$ cat config.mk
export PLATFORM = sky130hd
export DESIGN_NAME = tmr0_top
export DESIGN_NICKNAME = d
export VERILOG_FILES = /design/src/tmr0_pkg.sv /design/src/tmr0_presc_if.sv /design/src/tmr0_presc.sv /design/src/tmr0_top.sv
export SDC_FILE = /design/constraint.sdc
export NUM_CORES = 1
export LEC_CHECK = 0
export BUFFER_PORTS_ARGS = -buffer_cell sky130_fd_sc_hd__buf_2
export CORE_MARGIN = 3
export CORE_UTILIZATION = 40
export DETAILED_ROUTE_END_ITERATION = 10
export PLACE_DENSITY_LB_ADDON = 0.05
export SLEW_MARGIN = 20
export SYNTH_ARGS = -nofsm -noshare
export SYNTH_HDL_FRONTEND = slang
export SYNTH_SLANG_ARGS = --single-unit
$ cat constraint.sdc
create_clock -name mclk_in -period 4.13 [get_ports mclk_in]
set_input_delay 0.6195 -clock mclk_in [delete_from_list [all_inputs] [get_ports mclk_in]]
set_output_delay 0.6195 -clock mclk_in [all_outputs]
set_load 0.05 [all_outputs]
$ cat src/tmr0_pkg.sv
// package of constants for the timer 0 counting block
// assumes one clock and the plain register port of tmr0_top
package tmr0_pkg;

  // ==========================================================
  // register addresses (8-bit register port)
  localparam logic [7:0] ADDR_FLAGS  = 8'hD8;
  localparam logic [7:0] ADDR_MODE   = 8'hDA;
  localparam logic [7:0] ADDR_COUNT  = 8'hDB;
  localparam logic [7:0] ADDR_RELOAD = 8'hCD;

  // ==========================================================
  // mode register fields
  localparam int MODE_PWM_BIT    = 0;
  localparam int MODE_TONE_BIT   = 1;
  localparam int MODE_RELOAD_BIT = 2;
  localparam int MODE_RATE_LSB   = 4;
  localparam int MODE_ENABLE_BIT = 7;
  // flags register field
  localparam int FLAGS_FAST_BIT  = 2;

  // ==========================================================
  // reset values
  localparam logic [7:0] MODE_RESET   = 8'h00;
  localparam logic [7:0] FLAGS_RESET  = 8'h00;
  localparam logic [7:0] COUNT_RESET  = 8'h00;
  localparam logic [7:0] RELOAD_RESET = 8'h00;
  localparam logic       TONE_RESET   = 1'b0;

  // ==========================================================
  // counter boundaries
  localparam logic [7:0] BOUND_FULL   = 8'hFF;
  localparam logic [7:0] BOUND_PWM_HI = 8'h7F;
  localparam logic [7:0] WRAP_VALUE   = 8'h00;

  // ==========================================================
  // prescaler: log2 of division for rate code 000
  localparam logic [3:0] CPU_LOG2_BASE = 4'h8;
  localparam logic [3:0] OSC_LOG2_BASE = 4'h7;
  // cpu clock divider from the oscillator (mclk) clock
  localparam int CPU_DIV_DEFAULT = 4;

endpackage

$ cat src/tmr0_presc_if.sv
// carrier between the timer top and its prescaler
// assumes both ends share mclk_in
`timescale 1ns/1ps
`default_nettype none
interface tmr0_presc_if;
  logic       enable;
  logic       fast;
  logic [2:0] rate;
  logic       tick;

  modport ctrl  (output enable, output fast, output rate, input tick);
  modport presc (input enable, input fast, input rate, output tick);
endinterface
`default_nettype wire

$ cat src/tmr0_presc.sv
// prescaler: cpu-rate divider plus selectable power-of-two divider
// assumes mclk_in is the oscillator clock, synchronous active-low reset
`timescale 1ns/1ps
`default_nettype none
module tmr0_presc #(
  parameter int CPU_DIV = tmr0_pkg::CPU_DIV_DEFAULT
) (
  input  wire logic   mclk_in,
  input  wire logic   resetn_in,
  tmr0_presc_if.presc pif
);
  localparam int CW = (CPU_DIV > 1) ? $clog2(CPU_DIV) : 1;

  if (CPU_DIV < 1)
  begin : g_chk
    $error("CPU_DIV must be at least 1");
  end

  logic [CW-1:0] cpu_cnt_reg;
  logic          cpu_en;
  logic [7:0]    pre_cnt_reg;
  logic [3:0]    log2_div;
  logic [7:0]    mask;
  logic          src_en;

  // ==========================================================
  // cpu clock enable, free running
  assign cpu_en = (cpu_cnt_reg == CW'(CPU_DIV - 1));

  always_ff @(posedge mclk_in)
  begin
    if (!resetn_in)
      cpu_cnt_reg <= '0;
    else if (cpu_en)
      cpu_cnt_reg <= '0;
    else
      cpu_cnt_reg <= cpu_cnt_reg + CW'(1);
  end

  // ==========================================================
  // source select and division
  assign src_en   = pif.fast ? 1'b1 : cpu_en;
  assign log2_div = (pif.fast ? tmr0_pkg::OSC_LOG2_BASE
                              : tmr0_pkg::CPU_LOG2_BASE)
                    - {1'b0, pif.rate};
  assign mask     = 8'((9'h001 << log2_div) - 9'h001);

  always_ff @(posedge mclk_in)
  begin
    if (!resetn_in || !pif.enable)
      pre_cnt_reg <= 8'h00;
    else if (src_en)
      pre_cnt_reg <= pre_cnt_reg + 8'h01;
  end

  assign pif.tick = pif.enable && src_en && ((pre_cnt_reg & mask) == mask);
endmodule
`default_nettype wire

$ cat src/tmr0_top.sv
// timer 0 counting block: counter, reload, prescaler, tone output
// assumes one clock mclk_in (oscillator rate), plain register port
//
// Added by the designer: strobed register access.
`timescale 1ns/1ps
`default_nettype none
module tmr0_top #(
  parameter int CPU_DIV = tmr0_pkg::CPU_DIV_DEFAULT
) (
  input  wire logic       mclk_in,
  input  wire logic       resetn_in,
  input  wire logic [7:0] addr_in,
  input  wire logic [7:0] wdata_in,
  input  wire logic       wr_in,
  input  wire logic       rd_in,
  output logic      [7:0] rdata_out,
  output logic            timeout_out,
  output logic            tone_pin_out,
  output logic            tone_pin_oe_out,
  output logic            gpio_disable_out
);
  logic [7:0] mode_reg;
  logic [7:0] flags_reg;
  logic [7:0] count_reg;
  logic [7:0] reload_reg;
  logic       tone_reg;
  logic [7:0] rdata_reg;
  logic       timeout_reg;
  logic [7:0] count_next;
  logic [7:0] bound;
  logic       pwm_on;
  logic       reload_on;
  logic       tone_on;
  logic       ovf;

  tmr0_presc_if pif ();

  tmr0_presc #(
    .CPU_DIV   (CPU_DIV)
  ) u_presc (
    .mclk_in   (mclk_in),
    .resetn_in (resetn_in),
    .pif       (pif)
  );

  // ==========================================================
  // mode decode
  assign pwm_on      = mode_reg[tmr0_pkg::MODE_PWM_BIT];
  assign reload_on   = pwm_on | mode_reg[tmr0_pkg::MODE_RELOAD_BIT];
  assign tone_on     = mode_reg[tmr0_pkg::MODE_TONE_BIT] & ~pwm_on;
  assign bound       = (pwm_on && mode_reg[tmr0_pkg::MODE_RELOAD_BIT])
                       ? tmr0_pkg::BOUND_PWM_HI : tmr0_pkg::BOUND_FULL;
  assign pif.enable  = mode_reg[tmr0_pkg::MODE_ENABLE_BIT];
  assign pif.fast    = flags_reg[tmr0_pkg::FLAGS_FAST_BIT];
  assign pif.rate    = mode_reg[tmr0_pkg::MODE_RATE_LSB +: 3];

  wire count_wr = wr_in && (addr_in == tmr0_pkg::ADDR_COUNT);

  // ==========================================================
  // configuration registers
  always_ff @(posedge mclk_in)
  begin
    if (!resetn_in)
      mode_reg <= tmr0_pkg::MODE_RESET;
    else if (wr_in && addr_in == tmr0_pkg::ADDR_MODE)
      mode_reg <= wdata_in & 8'hF7;
  end

  always_ff @(posedge mclk_in)
  begin
    if (!resetn_in)
      flags_reg <= tmr0_pkg::FLAGS_RESET;
    else if (wr_in && addr_in == tmr0_pkg::ADDR_FLAGS)
      flags_reg <= wdata_in & 8'h04;
  end

  always_ff @(posedge mclk_in)
  begin
    if (!resetn_in)
      reload_reg <= tmr0_pkg::RELOAD_RESET;
    else if (wr_in && addr_in == tmr0_pkg::ADDR_RELOAD)
      reload_reg <= wdata_in;
  end

  // ==========================================================
  // counter
  assign ovf = pif.tick && (count_reg == bound) && !count_wr;

  always_comb
  begin
    count_next = count_reg;
    if (count_wr)
      count_next = wdata_in;
    else if (ovf)
      count_next = reload_on ? reload_reg : tmr0_pkg::WRAP_VALUE;
    else if (pif.tick)
      count_next = count_reg + 8'h01;
  end

  always_ff @(posedge mclk_in)
  begin
    if (!resetn_in)
      count_reg <= tmr0_pkg::COUNT_RESET;
    else
      count_reg <= count_next;
  end

  always_ff @(posedge mclk_in)
  begin
    if (!resetn_in)
      timeout_reg <= 1'b0;
    else
      timeout_reg <= ovf;
  end

  // ==========================================================
  // tone output
  always_ff @(posedge mclk_in)
  begin
    if (!resetn_in)
      tone_reg <= tmr0_pkg::TONE_RESET;
    else if (ovf)
      tone_reg <= ~tone_reg;
  end

  assign tone_pin_out     = tone_reg & tone_on;
  assign tone_pin_oe_out  = tone_on;
  assign gpio_disable_out = tone_on;
  assign timeout_out      = timeout_reg;

  // ==========================================================
  // read port, data one cycle after strobe; reload reads zero
  always_ff @(posedge mclk_in)
  begin
    if (!resetn_in)
      rdata_reg <= 8'h00;
    else if (rd_in)
    begin
      case (addr_in)
        tmr0_pkg::ADDR_COUNT: rdata_reg <= count_reg;
        tmr0_pkg::ADDR_MODE:  rdata_reg <= mode_reg;
        tmr0_pkg::ADDR_FLAGS: rdata_reg <= flags_reg;
        default:              rdata_reg <= 8'h00;
      endcase
    end
    else
      rdata_reg <= 8'h00;
  end

  assign rdata_out = rdata_reg;
endmodule
`default_nettype wire

==> impl.org, run 1 <==
** Drt
- The routed layout has a little over 2,000 vias.
- After detailed routing, the average wire length per cell comes to about 15 um.
- Initial DRC count :: about 120
- Once detail routing completed, the nets flagged for antenna violations numbered 0.
- After detailed routing, the number of remaining DRC violations is 0.
- Initial DRT Pass Iterations :: 4
- After detailed routing, the number of vias per cell comes to roughly 5.4.
- Sum of routed wire length over all layers :: around 5.7 mm

** Synthesis
- Counting every net in the synthesized netlist gives 304.
- Counting every instance in the synthesized netlist gives between 200 and 300.
- In the synthesized netlist the dominant register cell turns out to be dfxtp_1.
- Cell type with the highest aggregate area in the netlist :: dfxtp_1
- Yosys mapped a number of flops with a built-in enable equal to 0.
- Flip-flop and latch count after synthesis :: 44
- Summing the areas of all compound-gate instances in the mapped netlist gives between 10% and 20% of the synthesized area.
- Proportion of synthesized area in mux cells :: 13.0%
- After Yosys synthesis, XOR and XNOR cells account for under 10% of the synthesized area.
- After synthesis, flip-flops and latches occupy between 30% and 40% of the total area.
- Main combinational cell family by area after synthesis :: simple AND/OR/NAND/NOR gates
- Synth warnings :: 0
- Simple-gate area share of the yosys netlist :: 26.4%
- Post-synth top area share :: a little over a third
- The mapped netlist covers between 2000 and 2500 um^2.
- Sorting the synthesized cells by area gives the leading types as dfxtp_1 36%, mux2i_1 13%, nor2b_1 4.3%.
- Synth unique cells :: 53
- Async set or reset register ratio after synthesis :: 0%
- Summing the areas of all fa, ha and maj instances in the mapped netlist gives around 4.4% of the synthesized area.
- Syn avg cell area :: around 8.9 um^2

** Timing
- After layout, the worst path uses a little over nine tenths of the clock period.
- Slew at the pin closest to its max-slew limit :: about 1000 ps
- Setup repair after global routing missed its margin :: no
- For this run, the top clock speed supported by timing is 258 MHz.
- Hold timing on the final database bottoms out at a slack of 429 ps.
- Fin crit period :: 3870 ps
- Max Slew Vio Count :: 0
- Total setup violations reported at the end of the flow :: 0
- Setup TNS :: 0 ps
- Max-slew headroom :: a little under a third
- Number of hold violations in the final report :: 0
- Final Skew :: between 3 and 4 ps

** GRT
- Total GRT Usage :: between 10% and 20%
- The number of global-route vias before repair was about 1,800.
- The first global-routing pass estimated between 9 and 10 mm of wire.
- After global routing the overflow that remains totals 0.
- The initial antenna violation count came to 0.
- Largest net degree at the start of global routing :: 35

** Critical path
- The worst setup path is captured at a flop.
- Data required time at the worst endpoint :: about 4300 ps
- STA classifies the critical path startpoint as a flop.
- The critical path contains buffers and inverters numbering 3 combined.
- Setup Crit Path Kind :: reg -> reg
- Max stage delay on crit path :: approximately 790 ps
- Along the worst path, the maximum fanout reaches 11.
- Startpoint of the worst-slack reg-to-reg timing path :: flags_reg[2]
- Counting buffers and inverters, the worst setup path is 13 cells deep.
- For the worst setup path, the data arrival time is just over 4000 ps.
- Slowest CP cell :: nor4b_4
- In this design, the largest share of critical-path delay is due to compound AO/OA/AOI/OAI gates.
- Number of cells on the worst reg-to-reg path :: 13
- Walking the worst path, the cells encountered are buf_4, ha_1, a21oi_1, nand3_2, a211oi_1, inv_1, ha_1, inv_1, a311o_1, o2111ai_2, nor4b_4, mux2i_1, o21ai_1.
- Tracing the worst setup path back leads to its startpoint at flags_reg[2].

** Floorplan
- Die Y :: approximately 84 um
- Number of placement rows :: 27
- IO Pins :: 32
- The core region is about 5700 um^2.
- For this configuration, the core starts out at a cell density of a little over two fifths.
- The floorplan step defined a die boundary enclosing between 7000 and 8000 um^2.
- Die width :: ~84 um

** Clocking
- Clock network latency to the later pin of the worst-skew pair :: roughly 300 ps
- In this run the clock root is driven by a clkbuf_8.
- Buffers added to address setup during post-CTS repair amount to 0.
- CTS-repair resized insts :: 0
- No sink is reached through more buffers than the 2 on the longest clock path.
- Number of H-tree branching levels :: 2
- Buffers inserted during clock tree synthesis total 5.
- Clock transition at the registers of the reported paths :: 80 ps
- Clock sink count :: 44
- After clock tree synthesis, the flow added hold-fix buffers numbering 0.
- Clock tree from TritonCTS :: built

** Finish
- Most common cell after layout, fill and taps aside :: dfxtp_1
- Compared with the post-synthesis result, the final layout area differs by 12.1%.
- Fraction of final layout cells with drive strength greater than 1 :: between 10% and 20%
- Number of fill cells in the layout :: 558
- In the final design database the tool counted 332 nets.
- Layout Cells excl Fill :: 377
- Most frequent cells in the layout :: 44 x dfxtp_1, 32 x mux2i_1, 31 x buf_2, 20 x nor2_1, 19 x nand3_1
- The number of antenna diodes in the final layout is 0.

** Status
- Result of the run :: completed

** Flow run
- Across the run, the number of max-cap violations was 0.

** Placed design
- Last weighted congestion value of the routability-driven placer :: approximately 0.84
- Detailed placement finished with a half-perimeter wire length of around 4 mm.
- During placement, the flow inserted port buffers numbering 31.
- Including well taps, the total number of placed cells is about 370.

** Hold path
- Counting instances, the worst hold path has a depth of 1.
- Worst min-delay path category :: reg -> reg
- In this run the most critical hold path is launched from u_presc.cpu_cnt_reg[0].

** Power and ir drop
- Pleak :: ~1.1 nW
- Pwr Density :: roughly 280 nW/um^2
- Max IR drop VDD :: 0.140 mV
- Total Power :: around 760 uW
-- routing by layer --
layer | track usage, % | share of wire (%) | vias up
li1 | - | - | 1046
met1 | 23.6 | 52 | 939
met2 | 23.7 | 41 | 54
met3 | 3.34 | 5.9 | 4
met4 | 4.75 | 0.98 | 0
met5 | 0 | 0 | -
-- where the power goes --
part	leakage, nW	internal, mW	total, mW	switching (mW)
logic	0.665	0.0173	0.0400	0.0227
registers	0.355	0.427	0.428	0.00130
clock network	0.0445	0.136	0.291	0.155
total	1.06	0.580	0.759	0.179
-- cells by family (layout without fill, tap and decap cells) --
group | Yosys count | in the layout
adder cells (fa/ha/maj) | 8 | 8
multiplexers | 32 | 32
flip-flops | 44 | 44
buffers and inverters | 21 | 50
AO/OA/AOI/OAI | 48 | 48
AND/OR/NAND/NOR | 111 | 111
XOR/XNOR | 12 | 12
-- stage by stage --
| stage | setup WS, ps | area (um^2) | utilization [%] |
|---|---|---|---|
| finish | 256 | 2750 | 48.2 |
| global route | 26.9 | 2750 | 48.2 |
| CTS | 315 | 2750 | 48.2 |
| detailed placement | 351 | 2660 | 46.6 |
| global placement | 297 | 2660 | 46.6 |
| floorplan | 452 | 2460 | - |
-- layout make-up --
cell class	instances	area (um^2)	share of cell area (%)
Timing Repair Buffer	33	170	6.18
Clock inverter	1	7.51	0.273
Multi-Input combinational cell	211	1490	53.9
Clock buffer	7	86.3	3.13
Inverter	9	33.8	1.23
Sequential cell	44	881	32.0
Tap cell	72	90.1	3.27
-- synthesized netlist by cell type, types with 3 or more instances --
| cell | n |
|---|---|
| a21oi_1 | 10 |
| nand3_1 | 19 |
| o21ai_1 | 3 |
| xor2_1 | 7 |
| a31oi_1 | 5 |
| inv_1 | 9 |
| nand4_1 | 8 |
| xnor2_1 | 5 |
| nor2_1 | 20 |
| nand2_1 | 18 |
| and3_1 | 5 |
| dfxtp_1 | 44 |
| nor2b_1 | 17 |
| o21ai_0 | 15 |
| mux2i_1 | 32 |
| clkbuf_1 | 7 |
| ha_1 | 7 |
-- path summary, 6_finish.rpt --
| check | to | slack (ps) |
|---|---|---|
| worst max-delay path | count_reg[1] | 260 |
| worst min register to register | u_presc.cpu_cnt_reg[0] | 430 |
| worst max register to register | count_reg[1] | 260 |
| worst min-delay path | u_presc.cpu_cnt_reg[0] | 430 |
Note: power is estimated with default switching activity, not from simulation.
==> run 2: changes to the inputs <==
--- a/config.mk
+++ b/config.mk
@@ -8,6 +8,7 @@
 export BUFFER_PORTS_ARGS = -buffer_cell sky130_fd_sc_hd__buf_2
 export CORE_MARGIN = 3
 export CORE_UTILIZATION = 40
+export CTS_BUF_LIST = sky130_fd_sc_hd__clkbuf_8
 export DETAILED_ROUTE_END_ITERATION = 10
 export PLACE_DENSITY_LB_ADDON = 0.05
 export SLEW_MARGIN = 20
==> run 2 against run 1 <==
Net effect:
- cell area unchanged
- combinational power barely moved
- core utilization is the same
- first-iteration DRC count is 0.85% lower
- worst setup slack improved by 7.2 ps
==> impl.org, run 2 (synthesized netlist as in run 1, its figures left out) <==
** Critical path
- The type of destination of the critical path is a flop (unchanged).
- The arrival time at the worst endpoint came to 4050 ps (was 4060 ps).
- The required time at the endpoint of the critical path came to 4320 ps (about the same).
- The critical path startpoint category was a flop (unchanged).
- Largest fanout of any net on the critical path :: 11 (unchanged)
- The type of the worst setup path is reg -> reg (unchanged).

** Timing
- Setup TNS :: 0 ps (unchanged)
- Setup repair after global routing missed its margin :: no (unchanged)
- Total setup violations reported at the end of the flow :: 0 (unchanged)
- The share of the cycle needed by the critical path after routing came to 93.6% (was 93.8%).
- The number of max-slew violations in the final report was 0 (unchanged).
- The headroom to the max-slew limit was 30.7% (about the same).
- Max frequency :: 259 MHz (was 258 MHz)
- The number of endpoints with negative hold slack in the final report was 0 (unchanged).
- Fin crit period :: 3870 ps (about the same)
- Final Skew :: 3.06 ps (was 3.16 ps)
- The worst path setup slack after routing came to 263 ps (was 256 ps).
- Slew at the pin closest to its max-slew limit :: 1030 ps (about the same)

** GRT
- Total GRT Usage :: 16.1% (unchanged)
- The global route total overflow is 0 (unchanged).
- Vias in the first global route :: 1,828 (unchanged)
- The first-pass GRT wire length came to 9.20 mm (unchanged).
- The maximum number of pins on one net before global-route repair is 35 (unchanged).
- Number of antenna violations at the first check in global routing :: 0 (unchanged)

** Clocking
- The maximum number of buffers from clock root to sink was 2 (unchanged).
- Clock sink count :: 44 (unchanged)
- The root buffer selected by CTS was clkbuf_8 (unchanged).
- CTS-repair resized insts :: 0 (unchanged)
- Clock tree from TritonCTS :: built (unchanged)
- The clock latency on the worst-skew pair came to 300 ps (about the same).
- Number of H-tree branching levels :: 2 (unchanged)
- The number of post-CTS setup repair buffers came to 0 (unchanged).
- The number of buffers created by CTS came to 5 (unchanged).
- The clock-pin slew of the registers on the worst-case setup and hold paths was 80 ps (about the same).
- The post-cts hold buffer count came to 0 (unchanged).

** Floorplan
- The horizontal die dimension was 84.4 um (unchanged).
- Starting Density :: 43.0% (unchanged)
- Number of placement rows :: 27 (unchanged)
- Die Y :: 84.4 um (unchanged)
- The total die area came to 7120 um^2 (unchanged).
- IO Pins :: 32 (unchanged)
- CORE AREA :: 5710 um^2 (unchanged)

** Power and ir drop
- The sequential power share is 56.6% (was 56.4%).
- Fraction of power spent switching nets :: 23.6% (about the same)
- Portion of total power attributed to combinational logic :: 5.3% (about the same)
- Clock power share :: 38.1% (was 38.3%)
- The power per standard cell area came to 275 nW/um^2 (was 276 nW/um^2).
- Pleak :: 1.07 nW (was 1.06 nW)
- The internal cell power came to 578 uW (was 580 uW).
- The switching power total was 179 uW (about the same).
- The maximum resistive drop on vdd came to 0.140 mV (about the same).

** Drt
- The count of routing violations after the opening detailed-route iteration was 116 (was 117).
- The total wire length was 5.68 mm (was 5.70 mm).
- The first-pass iteration count of the detailed router is 4 (unchanged).
- Wire length per cell :: 15.1 um (about the same)
- Routed vias :: 2,040 (was 2,043)
- The DRC violation count after routing was 0 (unchanged).
- The remaining antenna violation count after routing was 0 (unchanged).
- The routed via count divided by cell count came to 5.41 (was 5.42).

** Placed design
- The sum of net half-perimeters after detailed placement is 4.06 mm (unchanged).
- Worst setup timing slack at the placement stage :: 351 ps (unchanged)
- Last weighted congestion value of the routability-driven placer :: 0.841 (unchanged)
- Port buffer count :: 31 (unchanged)

** Finish
- Most common cell after layout, fill and taps aside :: dfxtp_1 (unchanged)
- Most frequent cells in the layout :: 44 x dfxtp_1, 32 x mux2i_1, 31 x buf_2, 20 x nor2_1, 19 x nand3_1 (unchanged)
- Fraction of final layout cells with drive strength greater than 1 :: 16.1% (unchanged)
- Area Growth Syn to Fin :: 12.1% (unchanged)
- Total inserted antenna cells :: 0 (unchanged)
- The final net count was 332 (unchanged).
- Number of fill cells in the layout :: 558 (unchanged)
- Utilization after layout :: 48.2% (unchanged)

** Hold path
- Worst min-delay path category :: reg -> reg (unchanged)

** Status
- Result of the run :: completed (unchanged)

** Flow run
- # Max-Cap Violations :: 0 (unchanged)
[run 2: cell count changes in the layout (fill, tap and decap cells not counted)]
cell      previous run  this run
inv_1                9        10
clkbuf_1             1         0
[run 2: power groups by stage]
stage               registers, mW  logic, mW  clock network [mW]
floorplan                   0.438     0.0224                   0
global placement            0.438     0.0402                   0
detailed placement          0.438     0.0398                   0
CTS                         0.428     0.0400               0.293
global route                0.428     0.0443               0.311
finish                      0.428     0.0401               0.288
[run 2: worst max-delay path, cell delays in order (launching register included)]
cell and delay, ps:
dfxtp_1 320, buf_4 170, ha_1 370, a21oi_1 320, nand3_2 200, a211oi_1 370, inv_1 80, ha_1 290
inv_1 140, a311o_1 160, o2111ai_2 160, nor4b_4 790, mux2i_1 290, o21ai_1 90
[run 2: layer usage]
layer	GRT usage [%]	wire, um
met1	23.6	3020
met2	23.7	2320
met3	3.34	275
met4	4.75	55
met5	0	0
[run 2: path summary, 6_finish.rpt]
check / start / endpoint / slack [ps] / cells past startpoint
setup / recovery: flags_reg[2] / count_reg[1] / 260 / 13
setup reg to reg: flags_reg[2] / count_reg[1] / 260 / 13
hold / removal: u_presc.cpu_cnt_reg[0] / u_presc.cpu_cnt_reg[0] / 430 / 1
hold reg to reg: u_presc.cpu_cnt_reg[0] / u_presc.cpu_cnt_reg[0] / 430 / 1
[run 2: through the flow]
step / hold WS (ps) / power (mW) / cells / instance area [um^2]
floorplan: 403 / 0.460 / 276 / 2460
global placement: 421 / 0.478 / 369 / 2660
detailed placement: 419 / 0.478 / 369 / 2660
CTS: 432 / 0.761 / 377 / 2750
global route: 445 / 0.783 / 377 / 2750
finish: 429 / 0.756 / 377 / 2750
[run 2: area by class of cell]
| class | instances | area, um^2 | share of cell area (%) |
|---|---|---|---|
| inverter | 9 | 33.8 | 1.23 |
| clock inverter | 2 | 11.3 | 0.409 |
| multi-input combinational | 211 | 1490 | 53.9 |
| tap | 72 | 90.1 | 3.27 |
| timing repair buffer | 33 | 170 | 6.18 |
| clock buffer | 6 | 82.6 | 3.00 |
| sequential | 44 | 881 | 32.0 |
